==> src/core/host_port_map.svh <==
// Named constants for the byte-wide host port: widths, pin vector layout and reset values.
// Assumes inclusion by bare name from the package and the design modules.
`ifndef HOST_PORT_MAP_SVH
`define HOST_PORT_MAP_SVH

`define HP_WORD_W      16
`define HP_BYTE_W      8
`define HP_BUF_DEPTH   2
`define HP_SYNC_STAGES 3

// Layout of the synchronised pin vector.
`define HP_PIN_W       22
`define HP_PIN_DATA_LO 0
`define HP_PIN_DATA_HI 15
`define HP_PIN_SEL     16
`define HP_PIN_CMD     17
`define HP_PIN_WR      18
`define HP_PIN_RD      19
`define HP_PIN_EN      20
`define HP_PIN_WIDE    21

// Idle pin levels: strobes and select high, bus pulled up, port disabled.
`define HP_PIN_IDLE    22'h0FFFFF
`define HP_WORD_ZERO   16'h0000
`define HP_BYTE_ZERO   8'h00
`define HP_OE_NONE     16'h0000
`define HP_OE_LOW      16'h00FF
`define HP_OE_ALL      16'hFFFF

`endif

==> src/core/host_port_pkg.sv <==
// Types shared by the byte-wide host port and its word buffer.
// Assumes the constant header is on the include path.
`include "host_port_map.svh"

package host_port_pkg;

  typedef logic [`HP_WORD_W-1:0] host_data_t;

  // One word taken from the host, with its command or data marking.
  typedef struct packed {
    logic       isCommand;
    host_data_t data;
  } host_word_s;

endpackage

==> src/core/word_buf_if.sv <==
// Carrier between the host port and its two-entry word buffer.
// Assumes a single clock domain shared by both ends.
`timescale 1ns/1ps
`default_nettype none

interface word_buf_if;
  import host_port_pkg::*;

  logic       inValid;
  logic       inReady;
  host_word_s inWord;
  logic       outValid;
  logic       outReady;
  host_word_s outWord;

  modport store (
    input  inValid,
    input  inWord,
    input  outReady,
    output inReady,
    output outValid,
    output outWord
  );

  modport owner (
    output inValid,
    output inWord,
    output outReady,
    input  inReady,
    input  outValid,
    input  outWord
  );
endinterface

`default_nettype wire

==> src/core/word_buffer.sv <==
// Two-entry word buffer with valid and ready on both sides.
// Assumes one clock and a synchronous active-high reset.
`timescale 1ns/1ps
`default_nettype none

// The constant header is pulled in here too, so the file stands alone.
`include "host_port_map.svh"

module word_buffer
  import host_port_pkg::*;
(
  input  wire logic    sys_clk,
  input  wire logic    rst,
  word_buf_if.store    port
);

  host_word_s mem_q [`HP_BUF_DEPTH];
  host_word_s mem_d [`HP_BUF_DEPTH];
  logic       wrPtr_q, wrPtr_d;
  logic       rdPtr_q, rdPtr_d;
  logic [1:0] count_q, count_d;
  logic       push, pop;

  // Full and empty come straight from the count so the source sees stalls at once.
  assign port.inReady  = (count_q != 2'(`HP_BUF_DEPTH));
  assign port.outValid = (count_q != 2'h0);
  assign port.outWord  = mem_q[rdPtr_q];
  assign push          = port.inValid && port.inReady;
  assign pop           = port.outValid && port.outReady;

  // Next pointers, count and storage.
  always_comb begin
    mem_d   = mem_q;
    wrPtr_d = wrPtr_q;
    rdPtr_d = rdPtr_q;
    count_d = count_q;
    if (push) begin
      mem_d[wrPtr_q] = port.inWord;
      wrPtr_d        = ~wrPtr_q;
    end
    if (pop) begin
      rdPtr_d = ~rdPtr_q;
    end
    count_d = count_q + 2'(push) - 2'(pop);
  end

  // Registers only.
  always_ff @(posedge sys_clk) begin
    if (rst) begin
      wrPtr_q <= 1'b0;
      rdPtr_q <= 1'b0;
      count_q <= 2'h0;
      for (int i = 0; i < `HP_BUF_DEPTH; i++) begin
        mem_q[i] <= '0;
      end
    end else begin
      wrPtr_q <= wrPtr_d;
      rdPtr_q <= rdPtr_d;
      count_q <= count_d;
      mem_q   <= mem_d;
    end
  end

endmodule // word_buffer

`default_nettype wire

==> src/core/byte_wide_host_port.sv <==
// Device end of the parallel host port: strobe-driven word and byte transfers.
// Assumes all host pins are asynchronous to sys_clk and that the host holds each
// strobe level for several sys_clk periods, as a slow firmware-driven host does.
`timescale 1ns/1ps
`default_nettype none

// The constant header is pulled in here too, so the file stands alone.
`include "host_port_map.svh"

// Operation
// - Sixteen-bit bus or two-byte words.
// - Command flag picks command/data or status.
// - Ready output plus active-low attention output.
// - Read: select and read strobe low.
// - High byte first, then low byte.
module byte_wide_host_port
  import host_port_pkg::*;
(
  input  wire logic                  sys_clk,
  input  wire logic                  rst,
  input  wire logic                  parallel_port_enable,
  input  wire logic                  wideBusMode,
  input  wire logic [`HP_WORD_W-1:0] host_byte_lines_i,
  output logic      [`HP_WORD_W-1:0] host_byte_lines_o,
  output logic      [`HP_WORD_W-1:0] host_byte_lines_oe,
  input  wire logic                  host_select_n,
  input  wire logic                  host_command_flag,
  input  wire logic                  host_write_strobe_n,
  input  wire logic                  host_read_strobe_n,
  output logic                       host_port_ready,
  output logic                       host_attention_n,
  input  wire logic                  attentionRequest,
  output logic                       rxValid,
  input  wire logic                  rxReady,
  output host_data_t                 rxData,
  output logic                       rxIsCommand,
  input  wire host_data_t            readWord,
  input  wire logic                  readValid,
  output logic                       readTaken,
  input  wire host_data_t            statusWord
);

  logic [`HP_PIN_W-1:0]       pins;
  logic [`HP_PIN_W-1:0]       sync1_q, sync2_q, sync3_q;
  logic [`HP_PIN_W-1:0]       filt_q, filt_d, prev_q;
  logic                       selF, cmdF, wrF, rdF, enF, wideF;
  host_data_t                 dataF;
  logic                       wrRise, rdFall, rdRise, selRise;
  logic                       half_q, half_d;
  logic [`HP_BYTE_W-1:0]      hiByte_q, hiByte_d;
  host_data_t                 rdOut_q, rdOut_d;
  logic [`HP_WORD_W-1:0]      oe_q, oe_d;
  logic                       ready_q, ready_d;
  logic                       attn_n_q, attn_n_d;
  host_data_t                 rdSource;
  word_buf_if                 bif ();

  // Strobe qualified by the port's own select, so a stray strobe is ignored.
  function automatic logic strobeActive(input logic selN, input logic strobeN);
    return !selN && !strobeN;
  endfunction

  // Packs every asynchronous pin into one vector for the synchroniser.
  assign pins = {wideBusMode, parallel_port_enable, host_read_strobe_n, host_write_strobe_n,
                 host_command_flag, host_select_n, host_byte_lines_i};

  // A bit changes only when the second and third stages agree, which filters glitches.
  generate
    for (genvar i = 0; i < `HP_PIN_W; i++) begin : g_filt
      assign filt_d[i] = (sync2_q[i] == sync3_q[i]) ? sync3_q[i] : filt_q[i];
    end
  endgenerate

  assign selF  = filt_q[`HP_PIN_SEL];
  assign cmdF  = filt_q[`HP_PIN_CMD];
  assign wrF   = filt_q[`HP_PIN_WR];
  assign rdF   = filt_q[`HP_PIN_RD];
  assign enF   = filt_q[`HP_PIN_EN];
  assign wideF = filt_q[`HP_PIN_WIDE];
  assign dataF = filt_q[`HP_PIN_DATA_HI:`HP_PIN_DATA_LO];

  assign rdFall  = enF && strobeActive(selF, rdF) && prev_q[`HP_PIN_RD];
  assign rdRise  = enF && !selF && rdF && !prev_q[`HP_PIN_RD];
  assign wrRise  = enF && !selF && wrF && !prev_q[`HP_PIN_WR];
  assign selRise = selF && !prev_q[`HP_PIN_SEL];

  assign rdSource = cmdF ? statusWord : readWord;

  // Word assembly and push into the buffer.
  always_comb begin
    half_d      = half_q;
    hiByte_d    = hiByte_q;
    bif.inValid = 1'b0;
    bif.inWord  = '{isCommand: cmdF, data: dataF};
    readTaken   = 1'b0;
    if (selRise || !enF) begin
      half_d = 1'b0;
    end else if (wrRise) begin
      if (wideF) begin
        bif.inValid = 1'b1;
      end else if (!half_q) begin
        hiByte_d = dataF[`HP_BYTE_W-1:0];
        half_d   = 1'b1;
      end else begin
        bif.inValid = 1'b1;
        bif.inWord  = '{isCommand: cmdF, data: {hiByte_q, dataF[`HP_BYTE_W-1:0]}};
        half_d      = 1'b0;
      end
    end else if (rdRise) begin
      // Only a data read that completes the word consumes the word.
      readTaken = !cmdF && readValid && (wideF || half_q);
      half_d    = wideF ? 1'b0 : ~half_q;
    end
  end

  always_comb begin
    rdOut_d = rdOut_q;
    if (rdFall) begin
      if (wideF) begin
        rdOut_d = rdSource;
      end else if (!half_q) begin
        rdOut_d = {`HP_BYTE_ZERO, rdSource[`HP_WORD_W-1:`HP_BYTE_W]};
      end else begin
        rdOut_d = {`HP_BYTE_ZERO, rdSource[`HP_BYTE_W-1:0]};
      end
    end
    if (enF && strobeActive(selF, rdF)) begin
      oe_d = wideF ? `HP_OE_ALL : `HP_OE_LOW;
    end else begin
      oe_d = `HP_OE_NONE;
    end
  end

  // attention output.
  // Ready also waits on buffer room, so a stalled receiver holds the host off.
  always_comb begin
    ready_d  = enF && bif.inReady && !half_q && selF;
    attn_n_d = !(enF && attentionRequest);
  end

  // Registers only; the first stage feeds nothing but the second.
  always_ff @(posedge sys_clk) begin
    if (rst) begin
      sync1_q  <= `HP_PIN_IDLE;
      sync2_q  <= `HP_PIN_IDLE;
      sync3_q  <= `HP_PIN_IDLE;
      filt_q   <= `HP_PIN_IDLE;
      prev_q   <= `HP_PIN_IDLE;
      half_q   <= 1'b0;
      hiByte_q <= `HP_BYTE_ZERO;
      rdOut_q  <= `HP_WORD_ZERO;
      oe_q     <= `HP_OE_NONE;
      ready_q  <= 1'b0;
      attn_n_q <= 1'b1;
    end else begin
      sync1_q  <= pins;
      sync2_q  <= sync1_q;
      sync3_q  <= sync2_q;
      filt_q   <= filt_d;
      prev_q   <= filt_q;
      half_q   <= half_d;
      hiByte_q <= hiByte_d;
      rdOut_q  <= rdOut_d;
      oe_q     <= oe_d;
      ready_q  <= ready_d;
      attn_n_q <= attn_n_d;
    end
  end

  // Received words queue here so a stalled receiver loses nothing.
  word_buffer u_buf (
    .sys_clk (sys_clk),
    .rst     (rst),
    .port    (bif.store)
  );

  assign bif.outReady       = rxReady;
  assign rxValid            = bif.outValid;
  assign rxData             = bif.outWord.data;
  assign rxIsCommand        = bif.outWord.isCommand;
  assign host_byte_lines_o  = rdOut_q;
  assign host_byte_lines_oe = oe_q;
  assign host_port_ready    = ready_q;
  assign host_attention_n   = attn_n_q;

endmodule // byte_wide_host_port

`default_nettype wire

==> config.mk <==
export PLATFORM = sky130hd
export DESIGN_NAME = byte_wide_host_port
export DESIGN_NICKNAME = d
export VERILOG_FILES = /design/src/core/host_port_pkg.sv /design/src/core/word_buf_if.sv /design/src/core/word_buffer.sv /design/src/core/byte_wide_host_port.sv
export VERILOG_INCLUDE_DIRS = /design/src /design/src/core
export SDC_FILE = /design/constraint.sdc
export NUM_CORES = 1
export LEC_CHECK = 0
export CORE_MARGIN = 4
export CORE_UTILIZATION = 50
export DETAILED_ROUTE_END_ITERATION = 12
export DONT_BUFFER_PORTS = 1
export HOLD_SLACK_MARGIN = 0.15
export SLEW_MARGIN = 20
export SYNTH_ARGS = -nofsm -noshare
export SYNTH_HDL_FRONTEND = slang
export SYNTH_SLANG_ARGS = --single-unit
==> constraint.sdc <==
create_clock -name sys_clk -period 4.55 [get_ports sys_clk]
set_input_delay 0.455 -clock sys_clk [delete_from_list [all_inputs] [get_ports sys_clk]]
set_output_delay 0.455 -clock sys_clk [all_outputs]
set_load 0.005 [all_outputs]
==> metrics.cfg, run 1 <==
[outcome]
outcome=complete, no violations

[power_and_ir_drop]
power.leakage_nw=2.46
seq_power_share_pct=51.9
swShare_pct=21.5
p_switching_uw=594
p_int_mw=2.17
pwr-share-clk_pct=44.4
vdd_drop_max_v=0.000274
combPwrFrac_pct=3.7
pwr_density_cell_nw_per_um2=426

[clock_tree]
clock_latency_ns=0.42
cts_buffer_depth=2
cts_tree=built
cts.sinks=158
cts_root_buffer=clkbuf_16
cts.clk_slew.worst_paths_ns=0.06
htree_levels=4
cts_buffers=17
post_cts_buffers=0

[setup_path]
slowest_delay_ns=0.81
end_kind=output port
slowest_stage=or2_0
path_cells=or2_0, nand3b_1, nor4_1
cp-start-kind=flip-flop
cp_max_fo=19
criticalPathCategory=flip-flop to output port
required_ns=4.09
crit_arrival_ns=2.41

[global_route]
antenna_found_initial=0
grt_pass1_vias=3439
grt_overflow=0
grt_first_pass_wirelength_um=17300
grt_usage_pct=16.8
grt_max_degree=132

[placement]
hpwl_um=6800
gp_congestion=0.771
place.port_buffers=0

[layout]
utilization_pct=56.9
fin_nets=623
most-common-layout-cells=158 x dfxtp_1, 64 x or2_2, 48 x a21oi_1
final_common_cell=dfxtp_1
drive_gt1_share_pct=24.5
area_delta_synth_final_pct=11.8
num_antenna_cells=0
fillers=1044

[floorplan]
rows=39
die_x_um=116
initial_core_util_pct=50.9
core_area_um2=11400
ios=112
die_y_um=116
die-area_um2=13400

[drt]
wl_um=10500
drt_drc_violations_left=0
drtPass1Iterations=4
drtIter0Drc=226
vias=3642
drt-wirelength-per-cell_um=14.6
ant_nets=0
viasPerCell=5.07

[synthesis]
synth_area_leaders=dfxtp_1 54%, or2_2 6.9%, mux2_2 4.8%
synth_cell_types=42
synth_cells=568
synth.avg_cell_area_um2=10.2
synth_top_cell_area_share_pct=54.4
synth.cell_area_um2=5810
yosysSeqAreaShare_pct=54.4
synth_top_cell_by_area=dfxtp_1
syn-num-nets=628
ys_warn_count=0
ys_seq_elements=158

[worst_hold_path]
hp-class=input pin to flip-flop

[sta]
setup_viol=0
drv_slew=0
post-route-min-period_ns=2.86
tns_ns=0
rsz0062_at_grt=no
hold_viol=0
fmax_mhz=349
fin_skew_ns=0.00609
worstMarginPinSlew_ns=0.971
post-route-period-util_pct=62.9
slew_headroom_pct=35.3

[run]
max_cap_viol_count=0

metal layers:
metal / vias to the layer above / GRT usage (%) / wire length, um
met5: - / 0 / 0
met2: 86 / 23.4 / 4520
met4: 0 / 6.81 / 154
li1: 1911 / - / -
met1: 1632 / 23.4 / 5220
met3: 13 / 6.37 / 626
kinds of logic after synthesis:
| logic type | after synthesis | synth area share (%) |
|---|---|---|
| XOR/XNOR | 4 | 0.603 |
| AND/OR/NAND/NOR | 196 | 18.4 |
| multiplexers | 51 | 9.34 |
| buffers and inverters | 50 | 4.71 |
| flip-flops | 158 | 54.4 |
| AO/OA/AOI/OAI | 108 | 12.3 |
| adder cells (fa/ha/maj) | 1 | 0.215 |
synth_stat cells, drive strengths merged:
| library cell | instances |
|---|---|
| or3b | 1 |
| clkbuf | 23 |
| nand3b | 2 |
| nand2b | 2 |
| dfxtp | 158 |
| nor2 | 43 |
| a211oi | 8 |
| a22o | 9 |
| or2 | 65 |
| ha | 1 |
| nor2b | 9 |
| and3 | 2 |
| buf | 25 |
| nor4 | 3 |
| xor2 | 2 |
| xnor2 | 2 |
| a41oi | 1 |
| or3 | 1 |
| o21bai | 20 |
| o21ai | 14 |
| o211ai | 8 |
| nand2 | 44 |
| and4bb | 1 |
| nand4bb | 2 |
| a21oi | 48 |
| nand3 | 18 |
| mux2 | 26 |
| inv | 2 |
| nor3b | 1 |
| mux2i | 25 |
| and2 | 1 |
| nor3 | 1 |
through the flow:
step	setup slack, ns	cells	cell area, um^2	total power, mW	hold slack (ns)
finish	1.69	718	6500	2.77	0.168
floorplan	2.75	568	5810	1.54	0.389
CTS	1.65	718	6500	2.81	0.152
global placement	2.04	664	5730	1.54	0.392
global route	1.50	718	6500	2.89	0.168
detailed placement	1.96	664	5730	1.54	0.394
final timing paths:
check | depth (start not counted) | end | slack [ns] | startpoint
setup / recovery | 3 | readTaken | 1.69 | filt_q[21]
hold / removal | 1 | sync1_q[20] | 0.17 | parallel_port_enable
setup reg to reg | 4 | u_buf.mem_q[3] | 1.96 | filt_q[21]
hold reg to reg | 1 | sync2_q[11] | 0.41 | sync1_q[11]
power groups by stage:
stage | Clock [mW] | Combinational (mW) | Sequential [mW]
3_5_place_dp | 0 | 0.0711 | 1.47
3_3_place_gp | 0 | 0.0690 | 1.47
4_1_cts | 1.27 | 0.105 | 1.44
6_report | 1.23 | 0.103 | 1.44
5_1_grt | 1.33 | 0.115 | 1.44
2_1_floorplan | 0 | 0.0850 | 1.45
repair_timing:
action                    4_1_cts  5_1_grt
hold buffers                   23        0
hold endpoints to repair      132        0
gates resized for setup         0        0
state kept, by name, summed over array words and instances, names as in the netlist, 2 cells and up:
name / count
filt_q: 22
hiByte_q: 8
host_byte_lines_o: 16
host_byte_lines_oe: 2
prev_q: 3
sync1_q: 22
sync2_q: 22
sync3_q: 22
u_buf.count_q: 2
u_buf.mem_q: 34
critical path: cells and delay by family (launching register included):
kind,cells,cell delay [ns]
DFF,1,0.61
and+or+nand+nor,3,1.38
cell type report:
type,count,area (um^2),share of cell area [%]
clock buffer,21,450,6.93
clock inverter,10,68.8,1.06
sequential,158,3160,48.7
multi-input combinational,360,2370,36.5
timing repair buffer,24,255,3.93
inverter,2,7.51,0.116
tap,143,179,2.75
(Power assumes the default switching activity.)
==> run 2, diff against run 1 <==
--- a/config.mk
+++ b/config.mk
@@ -11,6 +11,7 @@
 export DETAILED_ROUTE_END_ITERATION = 12
 export DONT_BUFFER_PORTS = 1
 export HOLD_SLACK_MARGIN = 0.15
+export PLACE_DENSITY = 0.68
 export SLEW_MARGIN = 20
 export SYNTH_ARGS = -nofsm -noshare
 export SYNTH_HDL_FRONTEND = slang
==> constraint.sdc (replaced) <==
create_clock -name sys_clk -period 2.6 [get_ports sys_clk]
set_input_delay 0.26 -clock sys_clk [delete_from_list [all_inputs] [get_ports sys_clk]]
set_output_delay 0.26 -clock sys_clk [all_outputs]
set_load 0.005 [all_outputs]
==> metrics.cfg, run 2 (synthesis gave the netlist of run 1 again) <==
[outcome]
outcome=complete, no violations

[setup_path]
crit_family=simple AND/OR/NAND/NOR gates
rr_worst_depth=4
reg2reg_from=filt_q[20]
crit_arrival_ns=2.43
end_kind=flip-flop
criticalPathCategory=flip-flop to flip-flop
startpoint=filt_q[20]
crit_end=u_buf.mem_q[27]
cp-start-kind=flip-flop
reg2reg_slack_ns=0.45
required_ns=2.87
r2r_end=u_buf.mem_q[27]
cp.buffers_inverters=0
slowest_stage=dfxtp_1
slowest_delay_ns=0.54
cp_max_fo=12
path_cells=and4bb_2, nand3b_1, mux2i_1, a211oi_2
crit_cells=4

[global_route]
grt_first_pass_wirelength_um=17400
grt_max_degree=139
gr-max-usage-layer=met2
use_met2_pct=24.6
grt_use_met3_pct=4.70
antenna_found_initial=0
grt_pass1_vias=3487
grt_overflow=0
grt_usage_pct=16.5
met1_usage_pct=22.7

[layout]
largest_register_ffs=34
utilization_pct=58.3
most-common-layout-cells=158 x dfxtp_1, 64 x or2_2, 48 x a21oi_1
fin_nets=628
final_common_cell=dfxtp_1
max_flop_register=u_buf.mem_q
fillers=961
num_antenna_cells=0
drive_gt1_share_pct=25.2
area_delta_synth_final_pct=14.5

[drt]
drt_drc_violations_left=0
drt-wirelength-per-cell_um=14.7
wl_um=10700
ant_nets=0
drtIter0Drc=257
vias=3733
drtPass1Iterations=4
viasPerCell=5.16

[floorplan]
die_x_um=116
initial_core_util_pct=50.9
ios=112
die-area_um2=13400
die_y_um=116
core_area_um2=11400
rows=39

[power_and_ir_drop]
combPwrFrac_pct=3.5
seq_power_share_pct=47.7
p_switching_mw=1.07
vdd_drop_max_v=0.000448
power.leakage_nw=2.55
swShare_pct=20.2
p_int_mw=4.20
pwr-share-clk_pct=48.8
pwr_density_cell_nw_per_um2=791

[sta]
hold_viol=0
rsz0062_at_grt=no
slew_headroom_pct=35.6
drv_slew=0
fmax_mhz=464
hold_slack_ns=0.173
tns_ns=0
fin_skew_ns=0.00627
fin_ws_ns=0.446
setup_viol=0
post-route-period-util_pct=82.8
worstMarginPinSlew_ns=0.964
post-route-min-period_ns=2.15

[placement]
hpwl_um=6840
pre_cts_slack_ns=0.505
place.port_buffers=0
gp_congestion=0.786

[clock_tree]
cts_buffers=17
htree_levels=4
cts_tree=built
cts_root_buffer=clkbuf_16
cts_buffer_depth=2
post_cts_buffers=0
cts.sinks=158
cts.clk_slew.worst_paths_ns=0.06
clock_latency_ns=0.41

[worst_hold_path]
hp-class=input pin to flip-flop
hp-start=rxReady

[run]
max_cap_viol_count=0

-- run 2: cell types whose count changed in the layout (fill, tap and decap cells not counted), sizes merged --
cell / previous run / this run
buf: 2 / 4
clkinvlp: 6 / 0
dlygate4sd3: 22 / 25
bufinv: 0 / 3
inv: 2 / 5
-- run 2: worst register-to-register path, cell delays in order (launching register included) --
cell and delay [ns]:
dfxtp_1 0.54, and4bb_2 0.47, nand3b_1 0.46, mux2i_1 0.44, a211oi_2 0.11
-- run 2: worst min-delay path by stage --
stage | endpoint | slack (ns) | cells past startpoint
3_5_place_dp | host_attention_n | 0.33 | 1
4_1_cts | u_buf.rdPtr_q | 0.16 | 3
5_1_grt | u_buf.mem_q[2] | 0.20 | 2
2_1_floorplan | host_attention_n | 0.32 | 1
6_report | u_buf.rdPtr_q | 0.17 | 3
3_3_place_gp | host_attention_n | 0.32 | 1
-- run 2: through the flow --
step           instances  total power, mW  cell area (um^2)
2_1_floorplan        568             2.69              5810
3_3_place_gp         666             2.69              5750
3_5_place_dp         666             2.69              5750
4_1_cts              723             5.31              6660
5_1_grt              723             5.45              6660
6_report             723             5.27              6660
-- run 2: metal layers --
| layer | vias to the layer above | wire (um) | share of wire [%] |
|---|---|---|---|
| li1 | 1917 | - | - |
| met1 | 1708 | 5120 | 48 |
| met2 | 103 | 4800 | 45 |
| met3 | 5 | 665 | 6.2 |
| met4 | 0 | 67 | 0.63 |
| met5 | - | 0 | 0 |
-- run 2: power groups by stage --
stage,Sequential [mW],Clock (mW),Combinational (mW)
6_report,2.51,2.57,0.182
5_1_grt,2.52,2.73,0.203
4_1_cts,2.51,2.61,0.184
3_5_place_dp,2.57,0,0.123
3_3_place_gp,2.57,0,0.120
2_1_floorplan,2.54,0,0.149
-- run 2: final cells by class --
type	instances	area, um^2	share of cell area (%)
clock buffers	21	480	7.22
repair buffers	29	300	4.51
flip-flops and latches	158	3160	47.5
inverters	2	7.51	0.113
multi-input cells	360	2370	35.7
clock inverters	10	151	2.27
well taps	143	179	2.69
-- run 2: what timing repair did --
item	CTS	global route
resized for setup	0	0
hold endpoints to repair	141	0
hold buffers	26	0
